### src/rtl/oswc_pkg.sv
// constants and types for the on/off switch controller
package oswc_pkg;
  // clock and oscillator timing
  localparam int SYS_HZ      = 25_000_000;
  localparam int OSC_HZ      = 132_000;
  localparam int JIT_PP_HZ   = 8_000;
  localparam int JIT_RATE_HZ = 1_000;
  localparam int PER_MIN     = SYS_HZ / (OSC_HZ + JIT_PP_HZ / 2);
  localparam int PER_MAX     = SYS_HZ / (OSC_HZ - JIT_PP_HZ / 2);
  localparam int JIT_SPAN    = PER_MAX - PER_MIN;
  localparam int JIT_STEP    = SYS_HZ / (JIT_RATE_HZ * 2 * JIT_SPAN);
  // max duty cycle in percent of the shortest period
  localparam int DUTY_PCT    = 65;
  localparam int MAX_ON      = PER_MIN * DUTY_PCT / 100;
  // leading edge blanking, rounded up to whole cycles
  localparam int LEB_NS      = 200;
  localparam int LEB_CYC     = (LEB_NS * (SYS_HZ / 1_000_000) + 999) / 1000;
  // auto-restart intervals in oscillator cycles
  localparam int WATCH_MS    = 50;
  localparam int OFF_MS      = 850;
  localparam int WATCH_CYC   = WATCH_MS * (OSC_HZ / 1000);
  localparam int OFF_CYC     = OFF_MS * (OSC_HZ / 1000);
  // load inference over the last HIST_LEN enable samples
  localparam int HIST_LEN    = 8;
  localparam int HIST_FULL   = 6;
  localparam int HIST_MED    = 3;
  // widths
  localparam int CNT_W       = 8;
  localparam int JIT_W       = 4;
  localparam int JTMR_W      = 11;
  localparam int LEB_W       = 4;
  localparam int AR_W        = 17;
  // reset values
  localparam logic UVLO_RST  = 1'b1;
  localparam logic OTP_RST   = 1'b0;

  typedef enum logic [1:0] {LIM_FULL, LIM_MED, LIM_LIGHT} oswc_lim_t;
  typedef enum logic {AR_RUN, AR_OFF} oswc_ar_t;

  // digital comparator flags from the analog front end
  typedef struct packed {
    logic en_high;     // current out of the enable pin below trip
    logic ilim_hit;    // switch current above active threshold
    logic bp_below_lo; // internal supply below low threshold
    logic bp_above_hi; // internal supply back at regulation level
    logic temp_hot;    // die above shutdown threshold
    logic temp_cooled; // die has fallen by the hysteresis
    logic line_low;    // current into enable pin below line trip
    logic no_resistor; // no line sense resistor present
  } oswc_sense_t;

  typedef struct packed {
    logic      switch_on;
    logic      cycle_start;
    logic      max_duty_limit;
    oswc_lim_t current_limit_threshold;
    logic      bypass_hold_low;
    logic      switching_allowed;
  } oswc_drive_t;
endpackage : oswc_pkg

### src/rtl/oswc_top.sv
// on/off switch control logic: oscillator, enable, limit, protections
// Contract
// oscillator near 132 kHz gives cycle start and max duty limit
// period jitters about 8 kHz peak-to-peak, sweeping at 1 kHz
// enable level low when current out of enable pin exceeds trip
// enable sampled at cycle start; high turns switch on for cycle
// enable changes after cycle start ignored until next start
// limit state machine lowers threshold stepwise at lighter loads
// current above limit turns switch off for rest of cycle
// limit comparator blanked for a short time after turn-on
// switch off at current limit or max duty, whichever first
// supply lockout below 4.8 V, released only at 5.8 V
// thermal shutdown above 135 C, re-enabled after 70 C drop
// auto-restart counter cleared whenever enable is pulled low; code clears it in the run state only, not during the off time
// 50 ms without enable low disables switching for 850 ms
// auto-restart alternates on and off while fault persists
// line under-voltage halts counter during auto-restart off time
// start and restart need line current above the start trip
// supply held at low level during power-up line under-voltage
// no line resistor detected disables line under-voltage function
// secondary drives enable high below reference, low above it
// enabled cycle uses full or reduced limit chosen by state machine
// comparator flags synchronised to the clock before use
// restart counter wide enough for watch and off intervals
`timescale 1ns/1ps
`default_nettype none
module oswc_top #(
  parameter int WATCH_CYC = oswc_pkg::WATCH_CYC,
  parameter int OFF_CYC   = oswc_pkg::OFF_CYC
) (
  input  wire logic                sys_clk,
  input  wire logic                rst_n,
  input  wire oswc_pkg::oswc_sense_t sense_in,
  output var  oswc_pkg::oswc_drive_t drive_out,
  output logic                     uvlo_active,
  output logic                     otp_active,
  output logic                     auto_restart_off
);

  typedef struct packed {
    oswc_pkg::oswc_sense_t       s1;
    oswc_pkg::oswc_sense_t       s2;
    logic [oswc_pkg::CNT_W-1:0]  phase;
    logic [oswc_pkg::CNT_W-1:0]  per;
    logic [oswc_pkg::JIT_W-1:0]  jit;
    logic                        jit_up;
    logic [oswc_pkg::JTMR_W-1:0] jtmr;
    logic                        cs;
    logic                        dmax;
    logic                        on;
    logic [oswc_pkg::LEB_W-1:0]  blank;
    logic [oswc_pkg::HIST_LEN-1:0] hist;
    oswc_pkg::oswc_lim_t         lvl;
    oswc_pkg::oswc_ar_t          ar;
    logic [oswc_pkg::AR_W-1:0]   ar_cnt;
    logic                        uvlo;
    logic                        otp;
    logic                        started;
  } oswc_state_t;

  oswc_state_t s_q;
  oswc_state_t s_d;

  function automatic logic [3:0] ones8(input logic [7:0] v);
    logic [3:0] n;
    n = 4'h0;
    for (int i = 0; i < 8; i++) begin
      n = n + {3'b000, v[i]};
    end
    return n;
  endfunction : ones8

  // synchronised flags, only second stage is used
  logic en_s;
  logic ilim_s;
  logic line_uv;
  logic allow;
  logic cyc_end;
  logic [3:0] hist_n;

  assign en_s    = s_q.s2.en_high;
  assign ilim_s  = s_q.s2.ilim_hit;
  // without a sense resistor the line check never blocks
  assign line_uv = s_q.s2.line_low & ~s_q.s2.no_resistor;
  assign allow   = s_q.started & ~s_q.uvlo & ~s_q.otp
                   & (s_q.ar == oswc_pkg::AR_RUN);
  assign cyc_end = (s_q.phase == s_q.per - 8'h01);

  always_comb begin
    s_d    = s_q;
    hist_n = 4'h0;
    s_d.s1 = sense_in;
    s_d.s2 = s_q.s1;
    s_d.cs = 1'b0;

    // jitter sweep: triangle over the period offset
    if (s_q.jtmr == oswc_pkg::JTMR_W'(oswc_pkg::JIT_STEP - 1)) begin
      s_d.jtmr = '0;
      if (s_q.jit_up) begin
        s_d.jit = s_q.jit + 4'h1;
        if (s_q.jit == oswc_pkg::JIT_W'(oswc_pkg::JIT_SPAN - 1)) begin
          s_d.jit_up = 1'b0;
        end
      end else begin
        s_d.jit = s_q.jit - 4'h1;
        if (s_q.jit == 4'h1) begin
          s_d.jit_up = 1'b1;
        end
      end
    end else begin
      s_d.jtmr = s_q.jtmr + 11'h001;
    end

    // oscillator phase, period picked up at each cycle start
    if (cyc_end) begin
      s_d.phase = '0;
      s_d.per   = oswc_pkg::CNT_W'(oswc_pkg::PER_MIN) + {4'h0, s_q.jit};
      s_d.cs    = 1'b1;
    end else begin
      s_d.phase = s_q.phase + 8'h01;
    end
    s_d.dmax = (s_d.phase < oswc_pkg::CNT_W'(oswc_pkg::MAX_ON));

    // on-time: terminate on current limit or max duty
    if (s_q.blank != '0) begin
      s_d.blank = s_q.blank - 4'h1;
    end
    if (s_q.on) begin
      if (ilim_s && s_q.blank == '0) begin
        s_d.on = 1'b0;
      end else if (!s_d.dmax) begin
        s_d.on = 1'b0;
      end
    end
    if (!allow) begin
      s_d.on = 1'b0;
    end

    // cycle start: one sample of enable decides the whole cycle
    if (cyc_end) begin
      s_d.hist = {s_q.hist[oswc_pkg::HIST_LEN-2:0], en_s};
      hist_n   = ones8(s_d.hist);
      // more skipped cycles mean lighter load, lower limit
      if (hist_n >= 4'(oswc_pkg::HIST_FULL)) begin
        s_d.lvl = oswc_pkg::LIM_FULL;
      end else if (hist_n >= 4'(oswc_pkg::HIST_MED)) begin
        s_d.lvl = oswc_pkg::LIM_MED;
      end else begin
        s_d.lvl = oswc_pkg::LIM_LIGHT;
      end
      if (en_s && allow) begin
        s_d.on    = 1'b1;
        s_d.blank = oswc_pkg::LEB_W'(oswc_pkg::LEB_CYC);
      end else begin
        s_d.on = 1'b0;
      end
    end

    // supply lockout, set wins over release
    if (s_q.s2.bp_below_lo) begin
      s_d.uvlo = 1'b1;
    end else if (s_q.s2.bp_above_hi) begin
      s_d.uvlo = 1'b0;
    end
    if (s_q.s2.temp_hot) begin
      s_d.otp = 1'b1;
    end else if (s_q.s2.temp_cooled) begin
      s_d.otp = 1'b0;
    end

    // first start waits for the line and the supply
    if (!s_q.started && !line_uv && !s_q.uvlo) begin
      s_d.started = 1'b1;
    end

    // auto-restart counts oscillator cycles
    case (s_q.ar)
      oswc_pkg::AR_RUN: begin
        if (!en_s) begin
          s_d.ar_cnt = '0;
        end else if (cyc_end) begin
          if (s_q.ar_cnt == oswc_pkg::AR_W'(WATCH_CYC - 1)) begin
            s_d.ar     = oswc_pkg::AR_OFF;
            s_d.ar_cnt = '0;
            s_d.on     = 1'b0;
          end else begin
            s_d.ar_cnt = s_q.ar_cnt + 17'h0_0001;
          end
        end
      end
      oswc_pkg::AR_OFF: begin
        // the count freezes while the line is low, stretching the off time
        if (cyc_end && !line_uv) begin
          if (s_q.ar_cnt >= oswc_pkg::AR_W'(OFF_CYC - 1)) begin
            s_d.ar     = oswc_pkg::AR_RUN;
            s_d.ar_cnt = '0;
          end else begin
            s_d.ar_cnt = s_q.ar_cnt + 17'h0_0001;
          end
        end
      end
      default: begin
        s_d.ar = oswc_pkg::AR_RUN;
      end
    endcase
  end

  // reset holds the lockout set, so no pulse before the supply is seen good
  always_ff @(posedge sys_clk or negedge rst_n) begin
    if (!rst_n) begin
      s_q         <= '0;
      s_q.per     <= oswc_pkg::CNT_W'(oswc_pkg::PER_MIN);
      s_q.jit_up  <= 1'b1;
      s_q.lvl     <= oswc_pkg::LIM_FULL;
      s_q.ar      <= oswc_pkg::AR_RUN;
      s_q.uvlo    <= oswc_pkg::UVLO_RST;
      s_q.otp     <= oswc_pkg::OTP_RST;
    end else begin
      s_q <= s_d;
    end
  end

  assign drive_out.switch_on               = s_q.on;
  assign drive_out.cycle_start             = s_q.cs;
  assign drive_out.max_duty_limit          = s_q.dmax;
  assign drive_out.current_limit_threshold = s_q.lvl;
  assign drive_out.bypass_hold_low         = ~s_q.started & line_uv;
  assign drive_out.switching_allowed       = allow;
  assign uvlo_active      = s_q.uvlo;
  assign otp_active       = s_q.otp;
  assign auto_restart_off = (s_q.ar == oswc_pkg::AR_OFF);
endmodule : oswc_top
`default_nettype wire

### config.mk
export PLATFORM = sky130hd
export DESIGN_NAME = oswc_top
export DESIGN_NICKNAME = d
export VERILOG_FILES = /design/src/rtl/oswc_pkg.sv /design/src/rtl/oswc_top.sv
export SDC_FILE = /design/constraint.sdc
export NUM_CORES = 1
export LEC_CHECK = 0
export ABC_AREA = 1
export CAP_MARGIN = 20
export CORE_ASPECT_RATIO = 1.2
export CORE_MARGIN = 5
export CORE_UTILIZATION = 60
export DETAILED_ROUTE_END_ITERATION = 7
export DONT_BUFFER_PORTS = 1
export PLACE_DENSITY = 0.76
export SYNTH_ARGS = -nofsm -noshare
export SYNTH_HDL_FRONTEND = slang
export SYNTH_SLANG_ARGS = --single-unit
### constraint.sdc
create_clock -name sys_clk -period 3.7 [get_ports sys_clk]
set_clock_uncertainty 0.1 [all_clocks]
set_input_delay 0.37 -clock sys_clk [delete_from_list [all_inputs] [get_ports sys_clk]]
set_output_delay 0.37 -clock sys_clk [all_outputs]
set_load 0.1 [all_outputs]
== Word level (Yosys, flattened, before mapping) ==
Cells that the tools add are included.

* Word-level logic and storage cells: 114
* Input port bits: 10
* Bits in registers: 86
* Output and inout bits: 10

* Bitwise operators: 10
* Mux-type cells: 33
* Add/sub/neg operators: 15
* Eq/ne operators: 7
* Order comparisons: 4
* Reductions and logical operators: 13

{| class="wikitable"
|+ Operators with widths
! operator !! count
|-
| $mux W17 || 3
|-
| $mux W18 || 2
|-
| $pmux W18 S2 || 1
|-
| $mux W1 || 19
|-
| $add A17 B1 Y17 const B || 1
|-
| $eq A17 B13 Y1 const B || 1
|-
| $ge A17 B17 Y1 const B || 1
|-
| $add A4 B1 Y4 || 4
|-
| $mux W15 || 1
|-
| $add A11 B1 Y11 const B || 1
|-
| $eq A11 B11 Y1 const B || 1
|-
| $mux W11 || 1
|-
| $add A8 B1 Y8 const B || 1
|-
| $add A8 B4 Y8 const A || 1
|-
| $eq A8 B8 Y1 || 1
|-
| $lt A8 B7 Y1 const B || 1
|-
| $mux W4 || 2
|-
| $mux W8 || 1
|-
| $sub A4 B1 Y4 const B || 2
|-
| $sub A8 B1 Y8 const B || 1
|-
| $and A1 B1 Y1 || 5
|-
| $logic_and A1 B1 Y1 || 5
|-
| $mux W5 || 1
|-
| $not A1 Y1 || 5
|-
| other kinds (16) || 20
|}

== Logic depth before layout (Yosys ltp) ==
Gate-level depths: netlist (run 1).

* Depth after elaboration: 15
* Mapped depth: 16
* Gate-level depth less buffers: 15

== Least setup slack after synthesis (run 1) ==
OpenSTA, ideal clock, no wires.

* Path kind: register to register
* Start: register s_q[23] (netlist bit)
* End: register s_q, in the netlist drive_out[3]
* Cell stages (with the launch flop): 12
* Setup slack: 0.569 ns
* Arrival: 2.965 ns
* Setup time: 0.065 ns
* Period minus slack after synthesis: 3.131 ns
* Cell sequence: dfrtp_1 fa_1 inv_1 fa_1 fa_1 inv_1 ha_1 fa_1 xor2_1 a21o_1 nand3b_1 nand2_1

* Word-level cells in the longest chain between the ends: 10
* Elaborated cells on any way between the ends: 11
* Those cells by class: add/sub: 7; order compare: 2; mux: 2

{| class="wikitable"
|+ Ends and longest elaborated chain
! item !! line !! text
|-
| start, declared || oswc_top.sv:61 || <nowiki>oswc_state_t s_q;</nowiki>
|-
| $add A1 B1 Y2 * || oswc_top.sv:68 || <nowiki>n = n + {3'b000, v[i]};</nowiki>
|-
| $add A2 B1 Y3 * || oswc_top.sv:68 ||
|-
| $add A3 B1 Y4 * || oswc_top.sv:68 ||
|-
| $add A4 B1 Y4 * (4 in a row) || oswc_top.sv:68 ||
|-
| $ge A4 B2 Y1 || oswc_top.sv:146 || <nowiki>end else if (hist_n >= 4'(oswc_pkg::HIST_MED)) begin</nowiki>
|-
| $mux W2 || oswc_top.sv:146 ||
|-
| $mux W2 * || oswc_top.sv:144 || <nowiki>if (hist_n >= 4'(oswc_pkg::HIST_FULL)) begin</nowiki>
|}

Mark *: on every way between the ends. The rest lies on a longest branch, timed or not.
A chain may end at the register's enable or synchronous reset.

== Final worst setup path (run 1) ==
Ends and elaborated chain as after synthesis.

==> results.txt, run 1 <==
R2R depth = 11
Initial antenna violation count = 0
Core area = 0.00766 sq mm
Worst path required time = 3.89 ns
Die width = 90.9 microns
Antenna-violating nets left = 0
Fill cell count = 652
P per Cell Area = 316 mW/mm^2
Setup bufs post-CTS = 0
VDD IR max = 348 uV
Syn Inst Count = 598
Sequential element share of the synthesized area = 44.8%
CP startpoint kind = flip-flop
Via count = 3708
EDFF count, synth = 0
Layout net count = 627
Unrepaired setup endpoints after global routing = no
Dpl hpwl = 6.60 mm
Place WS = 0.406 ns
Async SR Flop Fraction = 100%
Area grow syn2layout = 6.48%
Vias in the first global route = 3703
Initial Util = 61.5%
YS warnings = 0
Setup crit end kind = flip-flop
Synth cell types = 38
Min-Delay Path Class = reg -> reg
Port Buffers = 0
Ratio of cells with drive above 1 in the final layout = 8.09%
Vias per cell = 5.31
Number of H-tree levels = 3
Pins over their slew limit = 0
Pleak = 2.67 nW
Final count of negative-setup-slack endpoints = 0
Final Critical Period = 3.30 ns
Grt ovf = 0
Setup TNS = 0 ns
CTS clk-pin slew, worst paths = 0.09 ns
Hold_ws = 0.257 ns
Hold Path Depth = 0
Ys flop type = dfrtp_1
Most common cell in the netlist = nand2_1
Routability cong. = 0.910
Fin util = 65.4%
Run status = complete, no violations
Sinks on Clock Net = 84
Max Cap Viol = 0
Final hold violations = 0
Die H = 107 microns
Period utilisation layout = 89.2%
Most instantiated cells after synthesis = nand2_1, inv_1, dfrtp_1, nand3_1, nor2_1
Critical Path Fanout Max = 2
Total CTS buffers = 9
Syn_area_per_cell = 7.88 sq um
Tot GR Track Use = 20.5%
Yosys reg bits = 84
Setup slack after layout = 0.398 ns
Post-synth net total = 624
Die area = 0.00973 sq mm
WL per Instance = 13.0 microns
Hold buffers post-CTS = 10
DRT Wirelength = 9.10 mm
CTS tree = built
Setup Crit Path Kind = reg -> reg
DRC viols = 0
Clock latency at the later pin of the worst-skew pair = 0.35 ns
First-pass GRT wire length = 16.5 mm
Top achievable clock speed = 303 MHz
Root Driver = clkbuf_8
Post-cts resize count = 0
Relative slew margins = 27.8%
Synth area leader = dfrtp_1
Slew @ Worst Pin = 1.08 ns
Largest net degree at the start of global routing = 85
# diodes = 0
Critical Path AT = 3.50 ns
Top-area cell type share of the netlist area = 40.9%
CTS Buffer Depth = 2
Core Rows = 35
Post-synthesis cell area = 0.00471 sq mm
Pre-antenna DRT Iters = 4
# IOs = 20
Top cells by area, synth = dfrtp_1, nand2_1, inv_1
DR iter-0 viols = 161
-- routing by layer --
metal	vias up	GRT usage (%)	part of all wire, %
met5	-	0	0
met4	0	6.81	1.4
met3	14	3.72	3.2
met2	56	36.1	51
met1	1743	25.4	45
li1	1895	-	-
-- power breakdown --
part	total, mW	switching (mW)	internal, mW
Sequential	0.939	0.0105	0.928
Clock	0.597	0.345	0.252
Combinational	0.0508	0.0373	0.0135
-- critical path, stage by stage, from the launching register on --
cell,delay [ns]
dfrtp_1,0.41
fa_1,0.54
inv_1,0.05
fa_1,0.44
fa_1,0.49
inv_1,0.04
ha_1,0.21
fa_1,0.40
xor2_1,0.17
a21o_1,0.17
nand3b_1,0.15
nand2_1,0.08
-- per-stage QoR --
step / instance area, sq um / std cells / total power [mW]
floorplan: 4710 / 598 / 0.974
finish: 5010 / 698 / 1.59
global route: 5010 / 698 / 1.66
global placement: 4720 / 672 / 0.979
detailed placement: 4720 / 672 / 0.980
CTS: 5010 / 698 / 1.60
-- sequential cells by signal (all words and copies together), names as in the netlist --
signal            cells
drive_out             5
auto_restart_off      1
s_d                   8
uvlo_active           1
s_q                  66
otp_active            1
en_s                  1
ilim_s                1
-- cell families (layout without fill, tap and decap cells) --
family	Yosys count	in the layout	share of synthesized area (%)
xor gates and xnor gates	24	24	4.62
buffers and inverters	122	130	10.7
DFF	84	84	44.8
AOI/OAI and AO/OA	45	45	5.13
and+or+nand+nor	307	307	29.8
adders and majority gates	16	16	4.89
-- cells in the final DEF (no fill, tap or decap), types with 2 or more instances in the layout --
cell type / instances
nand2_1: 141
inv_1: 95
dfrtp_1: 77
nand3_1: 53
nor2_1: 50
o21ai_0: 33
nand4_1: 28
xor2_1: 19
ha_1: 12
nor3_1: 9
clkbuf_8: 9
dlygate4sd3_1: 9
nor2_2: 7
dfstp_2: 7
inv_2: 5
a21oi_1: 5
nor4_1: 5
xnor2_1: 4
nand2_2: 4
fa_1: 4
inv_6: 4
nand3b_1: 3
buf_4: 3
o21bai_1: 2
clkinv_2: 2
-- final timing paths --
path                         start           end  slack [ns]
min in group asynchronous    rst_n        s_q[3]        0.51
min reg2reg                s_d[77]          en_s        0.26
max reg2reg                s_q[23]  drive_out[3]        0.40
max                        s_q[23]  drive_out[3]        0.40
min                        s_d[77]          en_s        0.26
max in group asynchronous    rst_n       s_q[58]        2.64
-- cell type report --
| class | instances | area [sq um] | area share [%] |
|---|---|---|---|
| Clock buffer | 10 | 128 | 2.54 |
| Timing Repair Buffer | 13 | 140 | 2.79 |
| Inverter | 101 | 379 | 7.56 |
| Clock inverter | 6 | 45.0 | 0.898 |
| Sequential cell | 84 | 2110 | 42.1 |
| Tap cell | 92 | 115 | 2.30 |
| Multi-Input combinational cell | 392 | 2100 | 41.8 |
Note: power is estimated with default switching activity, not from simulation.
==> inputs of run 2 (changes only) <==
Settings changed: PLACE_DENSITY 0.76 to default, PLACE_DENSITY_LB_ADDON from default to 0.05.
==> results.txt, run 2 (same netlist as run 1, synthesis figures left out) <==
Pins over their slew limit = 0
Die area = 0.00973 sq mm
Die width = 90.9 microns
Delay-heaviest family, CP = adder cells
Largest register by flop count = s_q
CP startpoint kind = flip-flop
Final hold violations = 0
Setup Crit Path Kind = reg -> reg
VDD IR max = 306 uV
Seq pwr share = 58.6%
Total CTS buffers = 9
Vias in the first global route = 3645
Layout net count = 626
Slew @ Worst Pin = 1.08 ns
Unrepaired setup endpoints after global routing = no
Setup crit end kind = flip-flop
Setup TNS = 0 ns
Tot GR Track Use = 20.0%
Min-Delay Path Class = reg -> reg
Setup bufs post-CTS = 0
Final count of negative-setup-slack endpoints = 0
Commonest non-fill, non-tap cell in the layout = nand2_1
Via count = 3696
Worst-path cell chain = fa_1 > inv_1 > fa_1 > fa_1 > inv_1 > ha_1 > fa_1 > xor2_1 > a21o_1 > nand3b_1 > nand2_1
Initial antenna violation count = 0
Pre-antenna DRT Iters = 4
Clock network power share = 38.3%
# IOs = 20
WL per Instance = 12.7 microns
Critical Path Fanout Max = 2
Top cell by count, worst path = fa_1
Relative slew margins = 27.9%
DR iter-0 viols = 283
Routability cong. = 0.934
Port Buffers = 0
Largest net degree at the start of global routing = 85
# diodes = 0
Antenna-violating nets left = 0
Highest metal used = met4
Metal2 WL = 4.28 mm
CTS tree = built
Fin util = 65.5%
Critical Path AT = 3.49 ns
P_sw = 392 uW
Max stage delay cell, worst path = fa_1
Core Rows = 35
Clock latency at the later pin of the worst-skew pair = 0.35 ns
Dpl hpwl = 6.41 mm
Logic pwr share = 3.1%
Max Cap Viol = 0
Area grow syn2layout = 6.59%
Core area = 0.00766 sq mm
CP peak stage delay = 0.54 ns
Initial Util = 61.5%
Root Driver = clkbuf_8
P per Cell Area = 319 mW/mm^2
Pleak = 2.67 nW
Post-cts resize count = 0
CTS clk-pin slew, worst paths = 0.09 ns
Sinks on Clock Net = 84
Int Pwr = 1.21 mW
Met1 WL = 4.13 mm
Metal3 WL = 370 microns
Period utilisation layout = 89.1%
Switching part of the total power = 24.5%
Vias per cell = 5.30
First-pass GRT wire length = 16.1 mm
Final Critical Period = 3.30 ns
Number of flip-flops in the largest register = 66
Die H = 107 microns
DRC viols = 0
Buf+Inv Stages, Crit Path = 2
Number of H-tree levels = 3
Most frequent cells in the layout = nand2_1, inv_1, dfrtp_1
Worst path required time = 3.89 ns
Ratio of cells with drive above 1 in the final layout = 8.10%
Top achievable clock speed = 303 MHz
CTS Buffer Depth = 2
Run status = complete, no violations
Fill cell count = 652
DRT Wirelength = 8.88 mm
Grt ovf = 0
==> run 2: metrics by stage <==
stage          cell area (sq um)  instances  worst slack [ns]  power [mW]  hold slack [ns]
2_1_floorplan               4710        598             0.569       0.974          -0.0256
3_3_place_gp                4720        671             0.501       0.978          -0.0219
3_5_place_dp                4720        671             0.426       0.979          -0.0221
4_1_cts                     5020        697             0.397        1.62            0.255
5_1_grt                     5020        697             0.193        1.68            0.269
6_report                    5020        697             0.403        1.60            0.254
==> run 2: layout make-up <==
type | count | area, sq um | area share [%]
clock inverter | 6 | 47.5 | 0.947
timing repair buffer | 12 | 133 | 2.64
multi-input combinational | 392 | 2100 | 41.8
inverter | 101 | 379 | 7.55
tap | 92 | 115 | 2.29
sequential | 84 | 2110 | 42.0
clock buffer | 10 | 138 | 2.74
==> run 2: routing by layer <==
layer,GRT usage (%),up-vias
met3,4.07,8
met1,25.6,1717
li1,-,1898
met2,34.1,73
met5,0,-
met4,6.71,0
==> run 2: worst reg2reg max path, delay by kind of cell (launching register included) <==
family,cells,cell delay (ns)
fa+ha+maj,5,2.06
flops,1,0.41
simple gates,2,0.24
xor+xnor,1,0.17
compound gates,1,0.17
buf+inv,2,0.10
==> run 2: timing repair <==
action | in CTS | in global routing
endpoints found under the hold margin | 92 | 0
hold buffers | 10 | 0
setup endpoints to repair | 0 | 0
==> run 2: worst paths after layout <==
| check | start | end | slack, ns | cells past startpoint |
|---|---|---|---|---|
| max in group asynchronous | rst_n | uvlo_active | 2.69 | 2 |
| min in group asynchronous | rst_n | s_q[50] | 0.47 | 2 |
| min | s_d[74] | s_q[74] | 0.25 | 0 |
| max reg2reg | s_q[23] | drive_out[3] | 0.40 | 11 |
| min reg2reg | s_d[74] | s_q[74] | 0.25 | 0 |
| max | s_q[23] | drive_out[3] | 0.40 | 11 |
==> run 2: power groups by stage <==
stage	Sequential, mW	Combinational [mW]	Clock, mW
finish	0.938	0.0496	0.615
CTS	0.939	0.0514	0.634
global route	0.940	0.0567	0.684
global placement	0.956	0.0220	0
detailed placement	0.957	0.0223	0
floorplan	0.960	0.0142	0
==> inputs of run 3 (changes only) <==
==> constraint.sdc (replaced) <==
create_clock -name sys_clk -period 3.7 [get_ports sys_clk]
set_clock_uncertainty 0.1 [all_clocks]
set_input_delay 0.185 -clock sys_clk [delete_from_list [all_inputs] [get_ports sys_clk]]
set_output_delay 0.185 -clock sys_clk [all_outputs]
set_load 0.1 [all_outputs]
==> results.txt, run 3 (same netlist as run 1, synthesis figures left out) <==
Min-Delay Path Class = reg -> reg
Number of flip-flops in the largest register = 66
Sinks on Clock Net = 84
Worst-path cell chain = fa_1 > inv_1 > fa_1 > fa_1 > inv_1 > ha_1 > fa_1 > xor2_1 > a21o_1 > nand3b_1 > nand2_1
Total CTS buffers = 9
DR iter-0 viols = 262
Period utilisation layout = 89.4%
Vias in the first global route = 3646
P per Cell Area = 315 mW/mm^2
Root Driver = clkbuf_8
# IOs = 20
WL per Instance = 12.7 microns
Post-cts resize count = 0
VDD IR max = 313 uV
Ratio of cells with drive above 1 in the final layout = 7.92%
Core area = 0.00766 sq mm
Worst path required time = 3.89 ns
Pre-antenna DRT Iters = 4
Routability cong. = 0.921
Die area = 0.00973 sq mm
Setup crit end kind = flip-flop
Core Rows = 35
Largest net degree at the start of global routing = 85
# diodes = 0
Antenna-violating nets left = 0
Final count of negative-setup-slack endpoints = 0
First-pass GRT wire length = 16.0 mm
Final hold violations = 0
Commonest non-fill, non-tap cell in the layout = nand2_1
Run status = complete, no violations
CTS Buffer Depth = 2
Critical Path Fanout Max = 2
Initial Util = 61.5%
Grt ovf = 0
Unrepaired setup endpoints after global routing = no
Top cell by count, worst path = fa_1
Port Buffers = 0
Setup Crit Path Kind = reg -> reg
Fill cell count = 667
DRT Wirelength = 8.85 mm
CTS clk-pin slew, worst paths = 0.09 ns
Via count = 3678
CTS tree = built
Dpl hpwl = 6.37 mm
Top achievable clock speed = 302 MHz
Final Critical Period = 3.31 ns
Area grow syn2layout = 6.59%
Overall Power = 1.58 mW
Max stage delay cell, worst path = fa_1
Vias per cell = 5.27
DRC viols = 0
Layout net count = 627
Largest register by flop count = s_q
Relative slew margins = 27.4%
Setup TNS = 0 ns
Initial antenna violation count = 0
Number of H-tree levels = 3
Setup bufs post-CTS = 0
Most frequent cells in the layout = nand2_1, inv_1, dfrtp_1
Pins over their slew limit = 0
Tot GR Track Use = 19.9%
Die width = 90.9 microns
Max Cap Viol = 0
Pleak = 2.66 nW
Critical Path AT = 3.50 ns
CP startpoint kind = flip-flop
CP peak stage delay = 0.54 ns
Die H = 107 microns
Clock latency at the later pin of the worst-skew pair = 0.34 ns
Slew @ Worst Pin = 1.09 ns
[run 3: cell count changes in the layout (fill, tap and decap cells not counted), sizes merged]
cell	previous run	this run
buf	3	4
clkbuf	10	12
clkinv	5	1
clkinvlp	0	2
[run 3: path summary, 6_finish.rpt]
kind	startpoint	endpoint	slack, ns	cells after the start
min reg2reg	s_d[72]	s_q[72]	0.25	0
min	s_d[72]	s_q[72]	0.25	0
max	s_q[23]	drive_out[3]	0.39	11
max reg2reg	s_q[23]	drive_out[3]	0.39	11
max in group asynchronous	rst_n	uvlo_active	2.85	2
min in group asynchronous	rst_n	s_q[50]	0.27	2
[run 3: power breakdown]
part	leakage, nW	internal (mW)	switching [mW]	total, mW
Combinational	1.51	0.0135	0.0368	0.0503
Clock	0.0836	0.268	0.324	0.592
Sequential	1.07	0.928	0.00961	0.938
Total	2.66	1.21	0.370	1.58
[run 3: what timing repair did]
item | in CTS | in global routing
endpoints found under the setup margin | 0 | 0
hold buffers | 10 | 0
hold endpoints to repair | 92 | 0
[run 3: per-stage QoR]
stage / hold slack (ns) / instance area, sq um / cells / worst slack, ns / util, %
after floorplan: -0.211 / 4710 / 598 / 0.569 / -
after global placement: -0.207 / 4720 / 672 / 0.503 / 61.6
after detailed placement: -0.207 / 4720 / 672 / 0.398 / 61.6
after CTS: 0.254 / 5020 / 698 / 0.396 / 65.5
after global routing: 0.266 / 5020 / 698 / 0.232 / 65.5
final: 0.253 / 5020 / 698 / 0.392 / 65.5
[run 3: cell type report]
class	instances	area, sq um	area share (%)
repair buffers	13	140	2.79
clock inverters	4	32.5	0.648
multi-input cells	392	2100	41.8
well taps	92	115	2.29
flip-flops and latches	84	2110	42.0
clock buffers	12	145	2.89
inverters	101	379	7.55
[run 3: metal layers]
layer	vias up	track usage (%)	part of all wire, %
li1	1887	-	-
met1	1720	25.4	45
met2	61	34.7	50
met3	10	3.30	4.0
met4	0	5.87	1.1
met5	-	0	0
[run 3: worst max-delay path: cells and delay by family, from the launching register on]
kind                       cells  cell delay [ns]
adders and majority gates      5             2.09
buffers and inverters          2             0.10
xor gates and xnor gates       1             0.17
AOI/OAI and AO/OA              1             0.17
DFF                            1             0.41
and+or+nand+nor                2             0.22
